File: config.mk
export PLATFORM = sky130hd
export DESIGN_NAME = cmpl_top
export DESIGN_NICKNAME = d
export VERILOG_FILES = /design/src/include/cmpl_pkg.sv /design/src/include/cmpl_sync_if.sv /design/src/cmpl_sync.sv /design/src/cmpl_top.sv
export SDC_FILE = /design/constraint.sdc
export NUM_CORES = 1
export LEC_CHECK = 0
export ABC_CLOCK_PERIOD_IN_PS = 1400
export BUFFER_PORTS_ARGS = -buffer_cell sky130_fd_sc_hd__buf_2
export CAP_MARGIN = 5
export CORE_ASPECT_RATIO = 1.5
export CORE_MARGIN = 2
export CORE_UTILIZATION = 45
export CTS_CLUSTER_DIAMETER = 30
export DETAILED_ROUTE_END_ITERATION = 8
export PLACE_DENSITY = 0.73
export SYNTH_ARGS = -nofsm -noshare
export SYNTH_HDL_FRONTEND = slang
export SYNTH_SLANG_ARGS = --single-unit
File: constraint.sdc
create_clock -name clock_i -period 1.4 [get_ports clock_i]
set_clock_uncertainty 0.2 [all_clocks]
set_input_delay 0.21 -clock clock_i [delete_from_list [all_inputs] [get_ports clock_i]]
set_output_delay 0.21 -clock clock_i [all_outputs]
set_load 0.01 [all_outputs]
File: src/include/cmpl_pkg.sv
// Constants shared by the comparator output and latch logic
package cmpl_pkg;

  // ********************************************************************
  // Register map
  // ********************************************************************
  localparam int unsigned ADDR_W                    = 4;
  localparam logic [3:0]  SHARED_CONTROL_ADDR       = 4'h0;
  localparam logic [3:0]  LATCH_CONTROL_ADDR        = 4'h1;

  // ********************************************************************
  // Shared control register fields
  // ********************************************************************
  localparam int unsigned COMP_A_OUTPUT_MIRROR_BIT    = 7;
  localparam int unsigned COMP_B_OUTPUT_MIRROR_BIT    = 6;
  localparam int unsigned COMP_A_REFERENCE_SELECT_BIT = 5;
  localparam int unsigned COMP_B_REFERENCE_SELECT_BIT = 4;
  localparam int unsigned TIMER_GATE_SOURCE_SEL_BIT   = 1;
  localparam int unsigned COMP_B_SYNC_ENABLE_BIT      = 0;
  localparam logic [7:0]  SHARED_CONTROL_RESET        = 8'h02;

  // ********************************************************************
  // Latch control register fields
  // ********************************************************************
  localparam int unsigned LATCH_OUTPUT_SEL_HIGH_BIT   = 7;
  localparam int unsigned LATCH_OUTPUT_SEL_LOW_BIT    = 6;
  localparam int unsigned COMP_A_SET_ENABLE_BIT       = 5;
  localparam int unsigned COMP_B_RESET_ENABLE_BIT     = 4;
  localparam int unsigned SOFTWARE_SET_PULSE_BIT      = 3;
  localparam int unsigned SOFTWARE_RESET_PULSE_BIT    = 2;
  localparam int unsigned FIXED_REFERENCE_ENABLE_BIT  = 0;
  localparam logic [7:0]  LATCH_CONTROL_RESET         = 8'h00;

  // ********************************************************************
  // Synchroniser lanes
  // ********************************************************************
  localparam int unsigned SYNC_W          = 5;
  localparam int unsigned LANE_COMP_A     = 0;
  localparam int unsigned LANE_COMP_B     = 1;
  localparam int unsigned LANE_EXT_GATE   = 2;
  localparam int unsigned LANE_TMR_RAW    = 3;
  localparam int unsigned LANE_TMR_PRESC  = 4;

endpackage : cmpl_pkg

File: src/include/cmpl_sync_if.sv
// Carrier between the pin synchroniser and the main logic
`timescale 1ns/1ps
interface cmpl_sync_if #(
  parameter int unsigned W = 5
);
  logic [W-1:0] raw;
  logic [W-1:0] level;

  modport sync_side (input raw, output level);
  modport user_side (output raw, input level);
endinterface : cmpl_sync_if

File: src/cmpl_sync.sv
// Three-flop synchroniser with agreement filter for asynchronous inputs
`timescale 1ns/1ps
module cmpl_sync #(
  parameter int unsigned W = 5
) (
  input  wire logic           clock_i,
  input  wire logic           resetn_i,
  cmpl_sync_if.sync_side      port_if
);

  logic [W-1:0] stage1_r;
  logic [W-1:0] stage2_r;
  logic [W-1:0] stage3_r;
  logic [W-1:0] level_r;

  // Shift chain; the first stage feeds only the second
  always_ff @(posedge clock_i or negedge resetn_i) begin
    if (!resetn_i) begin
      stage1_r <= '0;
      stage2_r <= '0;
      stage3_r <= '0;
    end else begin
      stage1_r <= port_if.raw;
      stage2_r <= stage1_r;
      stage3_r <= stage2_r;
    end
  end

  // A change is taken only once stages two and three agree, masking metastable glitches
  always_ff @(posedge clock_i or negedge resetn_i) begin
    if (!resetn_i) begin
      level_r <= '0;
    end else begin
      for (int i = 0; i < W; i++) begin
        if (stage2_r[i] == stage3_r[i]) begin
          level_r[i] <= stage3_r[i];
        end
      end
    end
  end

  assign port_if.level = level_r;

endmodule : cmpl_sync

File: src/cmpl_top.sv
// Comparator output routing, timer gate select and set/reset latch logic
`timescale 1ns/1ps

module cmpl_top #(
  parameter int unsigned ADDR_W = cmpl_pkg::ADDR_W
) (
  input  wire logic              clock_i,
  input  wire logic              resetn_i,
  // Register port
  input  wire logic [ADDR_W-1:0] reg_addr_i,
  input  wire logic [7:0]        reg_wdata_i,
  input  wire logic              reg_write_i,
  input  wire logic              reg_read_i,
  output logic      [7:0]        reg_rdata_o,
  // Analog side and pins
  input  wire logic              comp_a_output_i,
  input  wire logic              comp_b_output_i,
  input  wire logic              external_gate_pin_i,
  input  wire logic              timer_raw_clock_i,
  input  wire logic              timer_prescaled_clock_i,
  input  wire logic              timer_prescaler_used_i,
  input  wire logic              comp_a_output_pin_enable_i,
  input  wire logic              comp_b_output_pin_enable_i,
  input  wire logic              pin_a_direction_bit_i,
  input  wire logic              pin_b_direction_bit_i,
  // Toward the gated timer
  output logic                   timer_gate_o,
  output logic                   timer_increment_o,
  output logic                   comp_b_synced_output_o,
  // Comparator status toward main control registers
  output logic                   comp_a_status_o,
  output logic                   comp_b_status_o,
  // Reference routing
  output logic                   comp_a_reference_select_o,
  output logic                   comp_b_reference_select_o,
  output logic                   ladder_current_enable_o,
  output logic                   fixed_reference_enable_o,
  // Port pin paths
  output logic                   pin_a_out_o,
  output logic                   pin_a_oe_o,
  output logic                   pin_b_out_o,
  output logic                   pin_b_oe_o,
  output logic                   latch_q_o
);

  // ******************************************************************
  // Input synchronisation
  // ******************************************************************
  cmpl_sync_if #(.W(cmpl_pkg::SYNC_W)) sync_if ();

  // All pin-side levels share one synchroniser instance
  assign sync_if.raw = {timer_prescaled_clock_i,
                        timer_raw_clock_i,
                        external_gate_pin_i,
                        comp_b_output_i,
                        comp_a_output_i};

  cmpl_sync #(
    .W        (cmpl_pkg::SYNC_W)
  ) u_sync (
    .clock_i  (clock_i),
    .resetn_i (resetn_i),
    .port_if  (sync_if)
  );

  logic comp_a_lvl;
  logic comp_b_lvl;
  logic ext_gate_lvl;
  logic tmr_raw_lvl;
  logic tmr_presc_lvl;

  assign comp_a_lvl    = sync_if.level[cmpl_pkg::LANE_COMP_A];
  assign comp_b_lvl    = sync_if.level[cmpl_pkg::LANE_COMP_B];
  assign ext_gate_lvl  = sync_if.level[cmpl_pkg::LANE_EXT_GATE];
  assign tmr_raw_lvl   = sync_if.level[cmpl_pkg::LANE_TMR_RAW];
  assign tmr_presc_lvl = sync_if.level[cmpl_pkg::LANE_TMR_PRESC];

  // ******************************************************************
  // Registers
  // ******************************************************************
  logic       comp_a_ref_sel_r;
  logic       comp_b_ref_sel_r;
  logic       timer_gate_source_select_r;
  logic       comp_b_sync_enable_r;
  logic       latch_output_select_high_r;
  logic       latch_output_select_low_r;
  logic       comp_a_set_enable_r;
  logic       comp_b_reset_enable_r;
  logic       fixed_reference_enable_r;
  logic       software_set_pulse_r;
  logic       software_reset_pulse_r;
  logic       wr_shared;
  logic       wr_latch;

  assign wr_shared = reg_write_i && (reg_addr_i == ADDR_W'(cmpl_pkg::SHARED_CONTROL_ADDR));
  assign wr_latch  = reg_write_i && (reg_addr_i == ADDR_W'(cmpl_pkg::LATCH_CONTROL_ADDR));

  // Shared control writable fields; mirror bits are read only
  // reset value
  always_ff @(posedge clock_i or negedge resetn_i) begin
    if (!resetn_i) begin
      comp_a_ref_sel_r           <= cmpl_pkg::SHARED_CONTROL_RESET[
                                      cmpl_pkg::COMP_A_REFERENCE_SELECT_BIT];
      comp_b_ref_sel_r           <= cmpl_pkg::SHARED_CONTROL_RESET[
                                      cmpl_pkg::COMP_B_REFERENCE_SELECT_BIT];
      timer_gate_source_select_r <= cmpl_pkg::SHARED_CONTROL_RESET[
                                      cmpl_pkg::TIMER_GATE_SOURCE_SEL_BIT];
      comp_b_sync_enable_r       <= cmpl_pkg::SHARED_CONTROL_RESET[
                                      cmpl_pkg::COMP_B_SYNC_ENABLE_BIT];
    end else if (wr_shared) begin
      comp_a_ref_sel_r           <= reg_wdata_i[cmpl_pkg::COMP_A_REFERENCE_SELECT_BIT];
      comp_b_ref_sel_r           <= reg_wdata_i[cmpl_pkg::COMP_B_REFERENCE_SELECT_BIT];
      timer_gate_source_select_r <= reg_wdata_i[cmpl_pkg::TIMER_GATE_SOURCE_SEL_BIT];
      comp_b_sync_enable_r       <= reg_wdata_i[cmpl_pkg::COMP_B_SYNC_ENABLE_BIT];
    end
  end

  // Latch control stored fields
  // select bits clear on reset so pins carry raw outputs
  always_ff @(posedge clock_i or negedge resetn_i) begin
    if (!resetn_i) begin
      latch_output_select_high_r <= cmpl_pkg::LATCH_CONTROL_RESET[
                                      cmpl_pkg::LATCH_OUTPUT_SEL_HIGH_BIT];
      latch_output_select_low_r  <= cmpl_pkg::LATCH_CONTROL_RESET[
                                      cmpl_pkg::LATCH_OUTPUT_SEL_LOW_BIT];
      comp_a_set_enable_r        <= cmpl_pkg::LATCH_CONTROL_RESET[
                                      cmpl_pkg::COMP_A_SET_ENABLE_BIT];
      comp_b_reset_enable_r      <= cmpl_pkg::LATCH_CONTROL_RESET[
                                      cmpl_pkg::COMP_B_RESET_ENABLE_BIT];
      fixed_reference_enable_r   <= cmpl_pkg::LATCH_CONTROL_RESET[
                                      cmpl_pkg::FIXED_REFERENCE_ENABLE_BIT];
    end else if (wr_latch) begin
      latch_output_select_high_r <= reg_wdata_i[cmpl_pkg::LATCH_OUTPUT_SEL_HIGH_BIT];
      latch_output_select_low_r  <= reg_wdata_i[cmpl_pkg::LATCH_OUTPUT_SEL_LOW_BIT];
      comp_a_set_enable_r        <= reg_wdata_i[cmpl_pkg::COMP_A_SET_ENABLE_BIT];
      comp_b_reset_enable_r      <= reg_wdata_i[cmpl_pkg::COMP_B_RESET_ENABLE_BIT];
      fixed_reference_enable_r   <= reg_wdata_i[cmpl_pkg::FIXED_REFERENCE_ENABLE_BIT];
    end
  end

  // Pulse generators; a written zero is simply ignored
  // self-clearing set and reset pulses
  always_ff @(posedge clock_i or negedge resetn_i) begin
    if (!resetn_i) begin
      software_set_pulse_r   <= 1'b0;
      software_reset_pulse_r <= 1'b0;
    end else begin
      software_set_pulse_r   <= wr_latch && reg_wdata_i[cmpl_pkg::SOFTWARE_SET_PULSE_BIT];
      software_reset_pulse_r <= wr_latch && reg_wdata_i[cmpl_pkg::SOFTWARE_RESET_PULSE_BIT];
    end
  end

  // ******************************************************************
  // Read port
  // ******************************************************************
  logic [7:0] shared_view;
  logic [7:0] latch_view;

  // Unimplemented and pulse bits fall out as zero by construction
  // reserved bits zero
  // live mirrors of both comparators side by side
  always_comb begin
    shared_view = 8'h00;
    shared_view[cmpl_pkg::COMP_A_OUTPUT_MIRROR_BIT]    = comp_a_lvl;
    shared_view[cmpl_pkg::COMP_B_OUTPUT_MIRROR_BIT]    = comp_b_lvl;
    shared_view[cmpl_pkg::COMP_A_REFERENCE_SELECT_BIT] = comp_a_ref_sel_r;
    shared_view[cmpl_pkg::COMP_B_REFERENCE_SELECT_BIT] = comp_b_ref_sel_r;
    shared_view[cmpl_pkg::TIMER_GATE_SOURCE_SEL_BIT]   = timer_gate_source_select_r;
    shared_view[cmpl_pkg::COMP_B_SYNC_ENABLE_BIT]      = comp_b_sync_enable_r;
  end

  // pulse bits always read back zero
  always_comb begin
    latch_view = 8'h00;
    latch_view[cmpl_pkg::LATCH_OUTPUT_SEL_HIGH_BIT]  = latch_output_select_high_r;
    latch_view[cmpl_pkg::LATCH_OUTPUT_SEL_LOW_BIT]   = latch_output_select_low_r;
    latch_view[cmpl_pkg::COMP_A_SET_ENABLE_BIT]      = comp_a_set_enable_r;
    latch_view[cmpl_pkg::COMP_B_RESET_ENABLE_BIT]    = comp_b_reset_enable_r;
    latch_view[cmpl_pkg::FIXED_REFERENCE_ENABLE_BIT] = fixed_reference_enable_r;
  end

  // Read data stand one cycle after the strobe, zero otherwise and when unmapped
  // no read strobe leaves toward the mismatch latches
  always_ff @(posedge clock_i or negedge resetn_i) begin
    if (!resetn_i) begin
      reg_rdata_o <= 8'h00;
    end else if (reg_read_i && reg_addr_i == ADDR_W'(cmpl_pkg::SHARED_CONTROL_ADDR)) begin
      reg_rdata_o <= shared_view;
    end else if (reg_read_i && reg_addr_i == ADDR_W'(cmpl_pkg::LATCH_CONTROL_ADDR)) begin
      reg_rdata_o <= latch_view;
    end else begin
      reg_rdata_o <= 8'h00;
    end
  end

  // ******************************************************************
  // Timer clock edges and comparator B capture
  // ******************************************************************
  logic tmr_clk_sel;
  logic tmr_clk_prev_r;
  logic tmr_fall;
  logic tmr_rise;
  logic comp_b_captured_r;
  logic comp_b_synced;

  // prescaled clock clocks the capture when a prescaler is used
  assign tmr_clk_sel = timer_prescaler_used_i ? tmr_presc_lvl : tmr_raw_lvl;

  // Edge detection runs on the filtered level, never on a raw stage
  always_ff @(posedge clock_i or negedge resetn_i) begin
    if (!resetn_i) begin
      tmr_clk_prev_r <= 1'b0;
    end else begin
      tmr_clk_prev_r <= tmr_clk_sel;
    end
  end

  assign tmr_fall = tmr_clk_prev_r && !tmr_clk_sel;
  assign tmr_rise = !tmr_clk_prev_r && tmr_clk_sel;

  // capture on the falling edge of the timer clock
  always_ff @(posedge clock_i or negedge resetn_i) begin
    if (!resetn_i) begin
      comp_b_captured_r <= 1'b0;
    end else if (tmr_fall) begin
      comp_b_captured_r <= comp_b_lvl;
    end
  end

  // software is expected to keep sync on while comparator B gates
  assign comp_b_synced = comp_b_sync_enable_r ? comp_b_captured_r : comp_b_lvl;

  logic gate_nxt;

  assign gate_nxt = timer_gate_source_select_r ? ext_gate_lvl : comp_b_synced;

  // Gate and count strobe toward the timer
  // increment only on the rising edge, opposite the capture edge
  always_ff @(posedge clock_i or negedge resetn_i) begin
    if (!resetn_i) begin
      timer_gate_o           <= 1'b0;
      timer_increment_o      <= 1'b0;
      comp_b_synced_output_o <= 1'b0;
    end else begin
      timer_gate_o           <= gate_nxt;
      timer_increment_o      <= tmr_rise && gate_nxt;
      comp_b_synced_output_o <= comp_b_synced;
    end
  end

  // ******************************************************************
  // Set/reset latch
  // ******************************************************************
  logic latch_set;
  logic latch_reset;
  logic latch_q_r;

  assign latch_set   = (comp_a_set_enable_r && comp_a_lvl) || software_set_pulse_r;
  assign latch_reset = (comp_b_reset_enable_r && comp_b_lvl) || software_reset_pulse_r;

  // Re-evaluated every cycle, so a held input keeps acting like a level
  // level-sensitive set and reset
  always_ff @(posedge clock_i or negedge resetn_i) begin
    if (!resetn_i) begin
      latch_q_r <= 1'b0;
    end else if (latch_reset) begin
      latch_q_r <= 1'b0;
    end else if (latch_set) begin
      latch_q_r <= 1'b1;
    end
  end

  // ******************************************************************
  // Pin paths, references and status
  // ******************************************************************
  // pin A source select
  // pin B source select, inverted latch output
  // drive only with output enable set and direction cleared
  always_ff @(posedge clock_i or negedge resetn_i) begin
    if (!resetn_i) begin
      pin_a_out_o <= 1'b0;
      pin_b_out_o <= 1'b0;
      pin_a_oe_o  <= 1'b0;
      pin_b_oe_o  <= 1'b0;
      latch_q_o   <= 1'b0;
    end else begin
      pin_a_out_o <= latch_output_select_low_r ? latch_q_r : comp_a_lvl;
      pin_b_out_o <= latch_output_select_high_r ? !latch_q_r : comp_b_lvl;
      pin_a_oe_o  <= comp_a_output_pin_enable_i && !pin_a_direction_bit_i;
      pin_b_oe_o  <= comp_b_output_pin_enable_i && !pin_b_direction_bit_i;
      latch_q_o   <= latch_q_r;
    end
  end

  // Ladder draws current only while some comparator uses it
  // comparator A and B reference routing, ladder current and fixed reference
  always_ff @(posedge clock_i or negedge resetn_i) begin
    if (!resetn_i) begin
      comp_a_reference_select_o <= 1'b0;
      comp_b_reference_select_o <= 1'b0;
      ladder_current_enable_o   <= 1'b0;
      fixed_reference_enable_o  <= 1'b0;
    end else begin
      comp_a_reference_select_o <= comp_a_ref_sel_r;
      comp_b_reference_select_o <= comp_b_ref_sel_r;
      ladder_current_enable_o   <= comp_a_ref_sel_r || comp_b_ref_sel_r;
      fixed_reference_enable_o  <= fixed_reference_enable_r;
    end
  end

  // Status follows the comparator itself, whatever the pin selects
  // true comparator output
  always_ff @(posedge clock_i or negedge resetn_i) begin
    if (!resetn_i) begin
      comp_a_status_o <= 1'b0;
      comp_b_status_o <= 1'b0;
    end else begin
      comp_a_status_o <= comp_a_lvl;
      comp_b_status_o <= comp_b_lvl;
    end
  end

endmodule : cmpl_top

==> run metrics, run 1 <==
CTS tree yes; Placer Congestion 0.710; layout cells sized above 1 36.0%; core box area 3720 um^2; outcome finished with violations; TritonCTS Sinks 54; # H-tree levels 2; Seq/Total Area, Yosys 76.4%; root buffer cell clkbuf_8; worst vdd ir 0.000963 V; setup ws final -0.0294 ns; critical path required time 1.38 ns; # diodes 0; Total Routed Length 2940 um; overall routing resource usage 14.6%; synthesis-to-layout area growth 33.9%; Seq cells post-synth 54; Final Cycle Share 102%; setup TNS -0.0294 ns; largest net degree at the start of global routing 55; Via density 4.72; area of the die 4460 um^2; nets@finish 203; reg2reg path depth 3; worst reg2reg setup slack -0.03 ns; Avg Cell Area, Syn 17.2 um^2; Max Fanout on Critical Path 2; Crit. End Element flop; fmax 700 MHz; Worst-path clk slew 0.08 ns; most common library cell in the layout ignoring fill and taps dfrtp_1; Longest Clk Path Bufs 2; clk_lat worst skew 0.29 ns; Remaining Overflow, GRT 0; Worst Setup EP timer_increment_o$_DFF_PN0_; die width 55.2 um; Leak 1.19 nW; RSZ-0062 raised after global routing true; row count 27; startpoint types flop; Final min period 1.43 ns; first-pass GRT wire length 4580 um; Post-Syn Instances 103; Syn. warnings 0; Initial Util 47.6%; Slew Limit Fails 0; fillcell total 292; pre-CTS setup slack -0.0233 ns; reg2reg end timer_increment_o$_DFF_PN0_; crit path DAT 1.41 ns; PortBufs 45; Worst Setup SP comp_b_sync_enable_r$_DFFE_PN0P_; # DRC 0; routed vias 1043; failing checks setup timing; first-iteration detailed-routing DRC count 30; post-synthesis cell area 1770 um^2; HP Class primary input to flop; drt pass-1 iters 3; total CTS buffers 5; initial antenna violation count 0; critical path type flop to flop; most frequent cells in the layout 53 x dfrtp_1, 45 x buf_2, 18 x dlygate4sd3_1, 11 x mux2_1, 6 x clkbuf_8; maxcap violations 0; I/O pins 48; FF-to-FF Start comp_b_sync_enable_r$_DFFE_PN0P_; post-route ant nets 0; Die Ht 80.8 um; Distinct cells, synth 25; Pwr Density 1350 nW/um^2; Total Power 3.21 mW; endpoints failing setup 1; vias in the first global route 1048; final hold vios 0; dpl hpwl 2100 um; WL per Instance 13.3 um
## per-layer routing
layer | global-route usage [%] | part of all wire [%] | vias to the layer above
li1 | - | - | 491
met1 | 15.6 | 38 | 516
met2 | 26.0 | 55 | 32
met3 | 3.13 | 5.3 | 4
met4 | 7.32 | 1.7 | 0
met5 | 0 | 0 | -
## worst min path at each step
stage | from | end | slack [ns] | cells after the start
after floorplan | resetn_i | comp_a_ref_sel_r$_DFFE_PN0P_ | -0.29 | 0
after global placement | resetn_i | comp_b_status_o$_DFF_PN0_ | 0.01 | 2
after detailed placement | resetn_i | comp_b_status_o$_DFF_PN0_ | 0.02 | 2
after CTS | reg_addr_i[0] | software_reset_pulse_r$_DFF_PN0_ | 0.05 | 3
after global routing | reg_addr_i[0] | software_reset_pulse_r$_DFF_PN0_ | 0.08 | 3
final | reg_addr_i[0] | software_set_pulse_r$_DFF_PN0_ | 0.07 | 3
## sequential cells by signal, summed over array words and instances, names as in the netlist, 5 cells and up
name,flops
u_sync.stage1_r,5
u_sync.stage2_r,5
u_sync.stage3_r,5
reg_rdata_o,6
u_sync.port_if.level,5
## kinds of logic (layout without fill, tap and decap cells)
group           after synthesis  after routing  share of synthesized area (%)
compound gates                8              8                           3.61
fa+ha+maj                     5              5                           2.83
flops                        54             54                           76.4
simple gates                 15             15                           6.08
mux                          14             14                           9.05
buf+inv                       6             80                           1.77
other cells                   1              2                          0.212
## critical path: stages (launching register included)
cell     delay [ns]
dfrtp_1        0.40
mux2_4         0.31
mux2_4         0.27
nor3b_1        0.14
## cells in the mapped netlist
cell      count  share of area [%]
buf_4         2               0.85
maj3_1        5                2.8
nor2_1        4               0.85
nand3_1       1               0.28
dfrtp_1      53                 75
mux2_1       11                7.0
mux2_4        1               0.85
mux2i_1       1               0.57
or2_1         1               0.35
nand2_1       1               0.21
buf_2         1               0.28
nor2_4        1               0.64
dfstp_2       1                1.5
and2_1        1               0.35
nor3b_1       1               0.42
a211oi_1      2               0.85
and4b_1       1               0.57
and3_1        1               0.35
nand4b_4      1                1.3
nor2b_1       2               0.71
a21oi_1       1               0.28
mux2_2        1               0.64
inv_1         3               0.64
conb_1        1               0.21
a22o_1        5                2.5
## power breakdown
group          leakage (nW)  switching, mW  internal (mW)
combinational         0.482          0.203          0.270
clock                0.0472          0.450          0.398
sequential            0.657          0.114           1.77
total                  1.19          0.767           2.44
## final cells by class
| cell class | count | area, um^2 | share of cell area (%) |
|---|---|---|---|
| Sequential cell | 54 | 1350 | 57.1 |
| Timing Repair Buffer | 69 | 463 | 19.5 |
| Multi-Input combinational cell | 44 | 393 | 16.6 |
| Clock buffer | 6 | 82.6 | 3.49 |
| Tap cell | 43 | 53.8 | 2.27 |
| Clock inverter | 2 | 12.5 | 0.528 |
| Inverter | 3 | 11.3 | 0.475 |
## through the flow
stage               area, um^2  utilization (%)  hold WS [ns]  cells
finish                    2370             63.7        0.0675    221
global route              2370             63.7        0.0814    221
CTS                       2360             63.4        0.0548    220
detailed placement        2070             55.8        0.0196    193
global placement          2070             55.8        0.0136    193
floorplan                 1770                -        -0.286    104
## timing repair
item                                    4_1_cts  5_1_grt
hold buffers                                 18        0
endpoints found under the hold margin        72        0
gates resized for setup                       0        1
setup buffers                                 1        1
cloned                                        0        0
pin swaps                                     0        0
endpoints found under the setup margin        1        1
Note: power is estimated with default switching activity, not from simulation.
==> inputs of run 2 (changes only) <==
- ABC_AREA: not set -> 1
- CORE_UTILIZATION: 45 -> 46
==> run metrics, run 2 <==
Slowest Stage Delay on Critical Path 0.54 ns (was 0.40 ns); die width 56.5 um (was 55.2 um); largest net degree at the start of global routing 55 (unchanged); Clk pwr share 30.6% (was 26.4%); post-synthesis mux area share 0.593% (was 9.05%); Comb pwr share 13.4% (was 14.7%); area occupied by multi-input gates 440 um^2 (was 393 um^2); startpoint types flop (unchanged); Seq. cell area 1350 um^2 (unchanged); post-synthesis cell area 1900 um^2 (was 1770 um^2); largest register by flop count reg_rdata_o (unchanged); Slowest-stage cell, CP dfstp_2 (was dfrtp_1); delay-heaviest family, CP flip-flops (was multiplexers); maxcap violations 0 (unchanged); Post-synth EDFFs 0 (unchanged); # diodes 0 (unchanged); critical path type flop to flop (unchanged); final hold vios 0 (unchanged); Worst-path clk slew 0.09 ns (was 0.08 ns); Leak 1.28 nW (was 1.19 nW); Buf/Inv on CP 1 (was 0); worst vdd ir 0.00119 V (was 0.000963 V); Total Power 3.34 mW (was 3.21 mW); area of the die 4670 um^2 (was 4460 um^2); Slew Limit Fails 0 (unchanged); predominant post-synthesis flop cell dfrtp_1 (unchanged); final core occ 62.3% (was 63.7%); fraction of registers with async set/reset 100% (unchanged); root buffer cell clkbuf_8 (unchanged); Remaining Overflow, GRT 0 (unchanged); Distinct cells, synth 18 (was 25); RSZ-0062 raised after global routing false (was true); Seq cells post-synth 54 (unchanged); Post-Synth Adder-Cell Area 2.64% (was 2.83%); Post-Syn Instances 154 (was 103); TritonCTS Sinks 54 (unchanged); share of the synthesized area in the top cell type 69.9% (was 75.0%); Setup Buffers After CTS 0 (was 1); Synth Area in XOR/XNOR 0% (unchanged); Via density 4.86 (was 4.72); drt pass-1 iters 6 (was 3); outcome finished, final reports clean (was finished with violations); Crit. End Element flop (unchanged); nets@finish 249 (was 203); routed vias 1308 (was 1043); core box area 3960 um^2 (was 3720 um^2); fillcell total 323 (was 292); Synth area leaders dfrtp_1 70%, nand2_1 6.7%, nand4_1 6.6% (was dfrtp_1 75%, mux2_1 7.0%, maj3_1 2.8%); I/O pins 48 (unchanged); Placer Congestion 0.793 (was 0.710); post-route ant nets 0 (unchanged); endpoints failing setup 0 (was 1); row count 28 (was 27); Syn. warnings 0 (unchanged); CTS tree yes (unchanged); complex-gate fraction of the synthesized area 0.923% (was 3.61%); sequential power share 55.9% (was 58.9%); most common library cell in the layout ignoring fill and taps dfrtp_1 (unchanged); Avg Cell Area, Syn 12.3 um^2 (was 17.2 um^2); # DRC 0 (unchanged); critical path required time 1.40 ns (was 1.38 ns); max reg flops 6 (unchanged); layout cells sized above 1 29.9% (was 36.0%); synthesis-to-layout area growth 29.9% (was 33.9%); cell taking the most area after synthesis dfrtp_1 (unchanged); Internal 2.50 mW (was 2.44 mW); Longest Clk Path Bufs 2 (unchanged); Initial Util 47.9% (was 47.6%); FF-to-FF Start timer_gate_source_select_r$_DFFE_PN1P_ (was comp_b_sync_enable_r$_DFFE_PN0P_); Final Cycle Share 91.5% (was 102%); PortBufs 45 (unchanged); Die Ht 82.7 um (was 80.8 um); WL per Instance 12.1 um (was 13.3 um); vias in the first global route 1265 (was 1048); Net Sw Frac 25.1% (was 23.9%); # H-tree levels 2 (unchanged); pre-CTS setup slack 0.126 ns (was -0.0233 ns); setup TNS 0 ns (was -0.0294 ns); setup ws final 0.119 ns (was -0.0294 ns); Max Fanout on Critical Path 3 (was 2); Pwr Density 1350 nW/um^2 (about the same); most frequent cells in the layout 53 x dfrtp_1, 45 x buf_2, 34 x nand2_1, 20 x nand4_1, 19 x dlygate4sd3_1 (was 53 x dfrtp_1, 45 x buf_2, 18 x dlygate4sd3_1, 11 x mux2_1, 6 x clkbuf_8); Total Routed Length 3250 um (was 2940 um); largest family of logic cells by synthesized area simple AND/OR/NAND/NOR gates (was multiplexers); Post-Synth Simple-Gate Area 18.7% (was 6.08%); initial antenna violation count 0 (unchanged); dpl hpwl 2120 um (was 2100 um); crit path DAT 1.28 ns (was 1.41 ns); total CTS buffers 5 (unchanged); first-pass GRT wire length 5650 um (was 4580 um); Psw 0.837 mW (was 0.767 mW); Final min period 1.28 ns (was 1.43 ns); count leader, synth dfrtp_1 (unchanged); Hold Path Origin timer_prescaler_used_i (was reg_addr_i[0]); fmax 781 MHz (was 700 MHz); overall routing resource usage 15.9% (was 14.6%); first-iteration detailed-routing DRC count 27 (was 30); Hold Worst Slack 0.0146 ns (was 0.0675 ns); clk_lat worst skew 0.30 ns (was 0.29 ns); Worst Setup SP timer_gate_source_select_r$_DFFE_PN1P_ (was comp_b_sync_enable_r$_DFFE_PN0P_); CP Cell Sequence inv_1 > or2_2 > nand2_1 > nor2_1 (was mux2_4 > mux2_4 > nor3b_1); Seq/Total Area, Yosys 71.3% (was 76.4%); top post-synthesis cells by count 53 x dfrtp_1, 34 x nand2_1, 20 x nand4_1 (was 53 x dfrtp_1, 11 x mux2_1, 5 x a22o_1, 5 x maj3_1, 4 x nor2_1); HP Class primary input to flop (unchanged)
[run 2: area by class of cell]
class / count / share of cell area, %
clock buffers: 5 / 2.79
clock inverters: 3 / 1.83
inverters: 10 / 1.52
multi-input cells: 83 / 17.9
flip-flops and latches: 54 / 54.8
well taps: 45 / 2.28
repair buffers: 69 / 18.9
[run 2: metal layers]
metal / vias up / share of wire (%) / GRT usage, %
met2: 40 / 52 / 27.0
met1: 624 / 42 / 19.3
met4: 0 / 1.4 / 5.95
met5: - / 0 / 0
li1: 638 / - / -
met3: 6 / 5.1 / 4.67
[run 2: cell families (layout without fill, tap and decap cells)]
group	Yosys count	in the layout
buf+inv	18	87
other cells	1	2
mux	1	1
fa+ha+maj	5	5
compound gates	3	3
flops	54	54
simple gates	72	72
[run 2: path summary, 6_finish.rpt]
kind / to / slack [ns] / cells after the start
max in group asynchronous: timer_gate_source_select_r$_DFFE_PN1P_ / 0.50 / 3
min: tmr_clk_prev_r$_DFF_PN0_ / 0.01 / 3
min reg2reg: u_sync.stage2_r[2]$_DFF_PN0_ / 0.15 / 0
max: timer_increment_o$_DFF_PN0_ / 0.12 / 4
max reg2reg: timer_increment_o$_DFF_PN0_ / 0.12 / 4
min in group asynchronous: u_sync.port_if.level[2]$_DFFE_PN0N_ / 0.22 / 3
[run 2: worst reg2reg max path, stage by stage (launching register included)]
cell     delay, ns
dfstp_2       0.54
inv_1         0.06
or2_2         0.26
nand2_1       0.08
nor2_1        0.04
[run 2: repair_timing]
action	4_1_cts	5_1_grt
hold buffers	19	0
hold endpoints to repair	72	0
resized for setup	0	0
[run 2: power by group through the flow]
stage               Sequential (mW)  Combinational (mW)  Clock, mW
floorplan                      1.92               0.188          0
global placement               1.89               0.399          0
detailed placement             1.90               0.412          0
CTS                            1.87               0.456       1.06
global route                   1.90               0.509       1.13
finish                         1.87               0.448       1.02
[run 2: stage by stage]
stage	instance area (um^2)	instances
floorplan	1900	155
global placement	2160	242
detailed placement	2160	242
CTS	2470	269
global route	2470	269
finish	2470	269
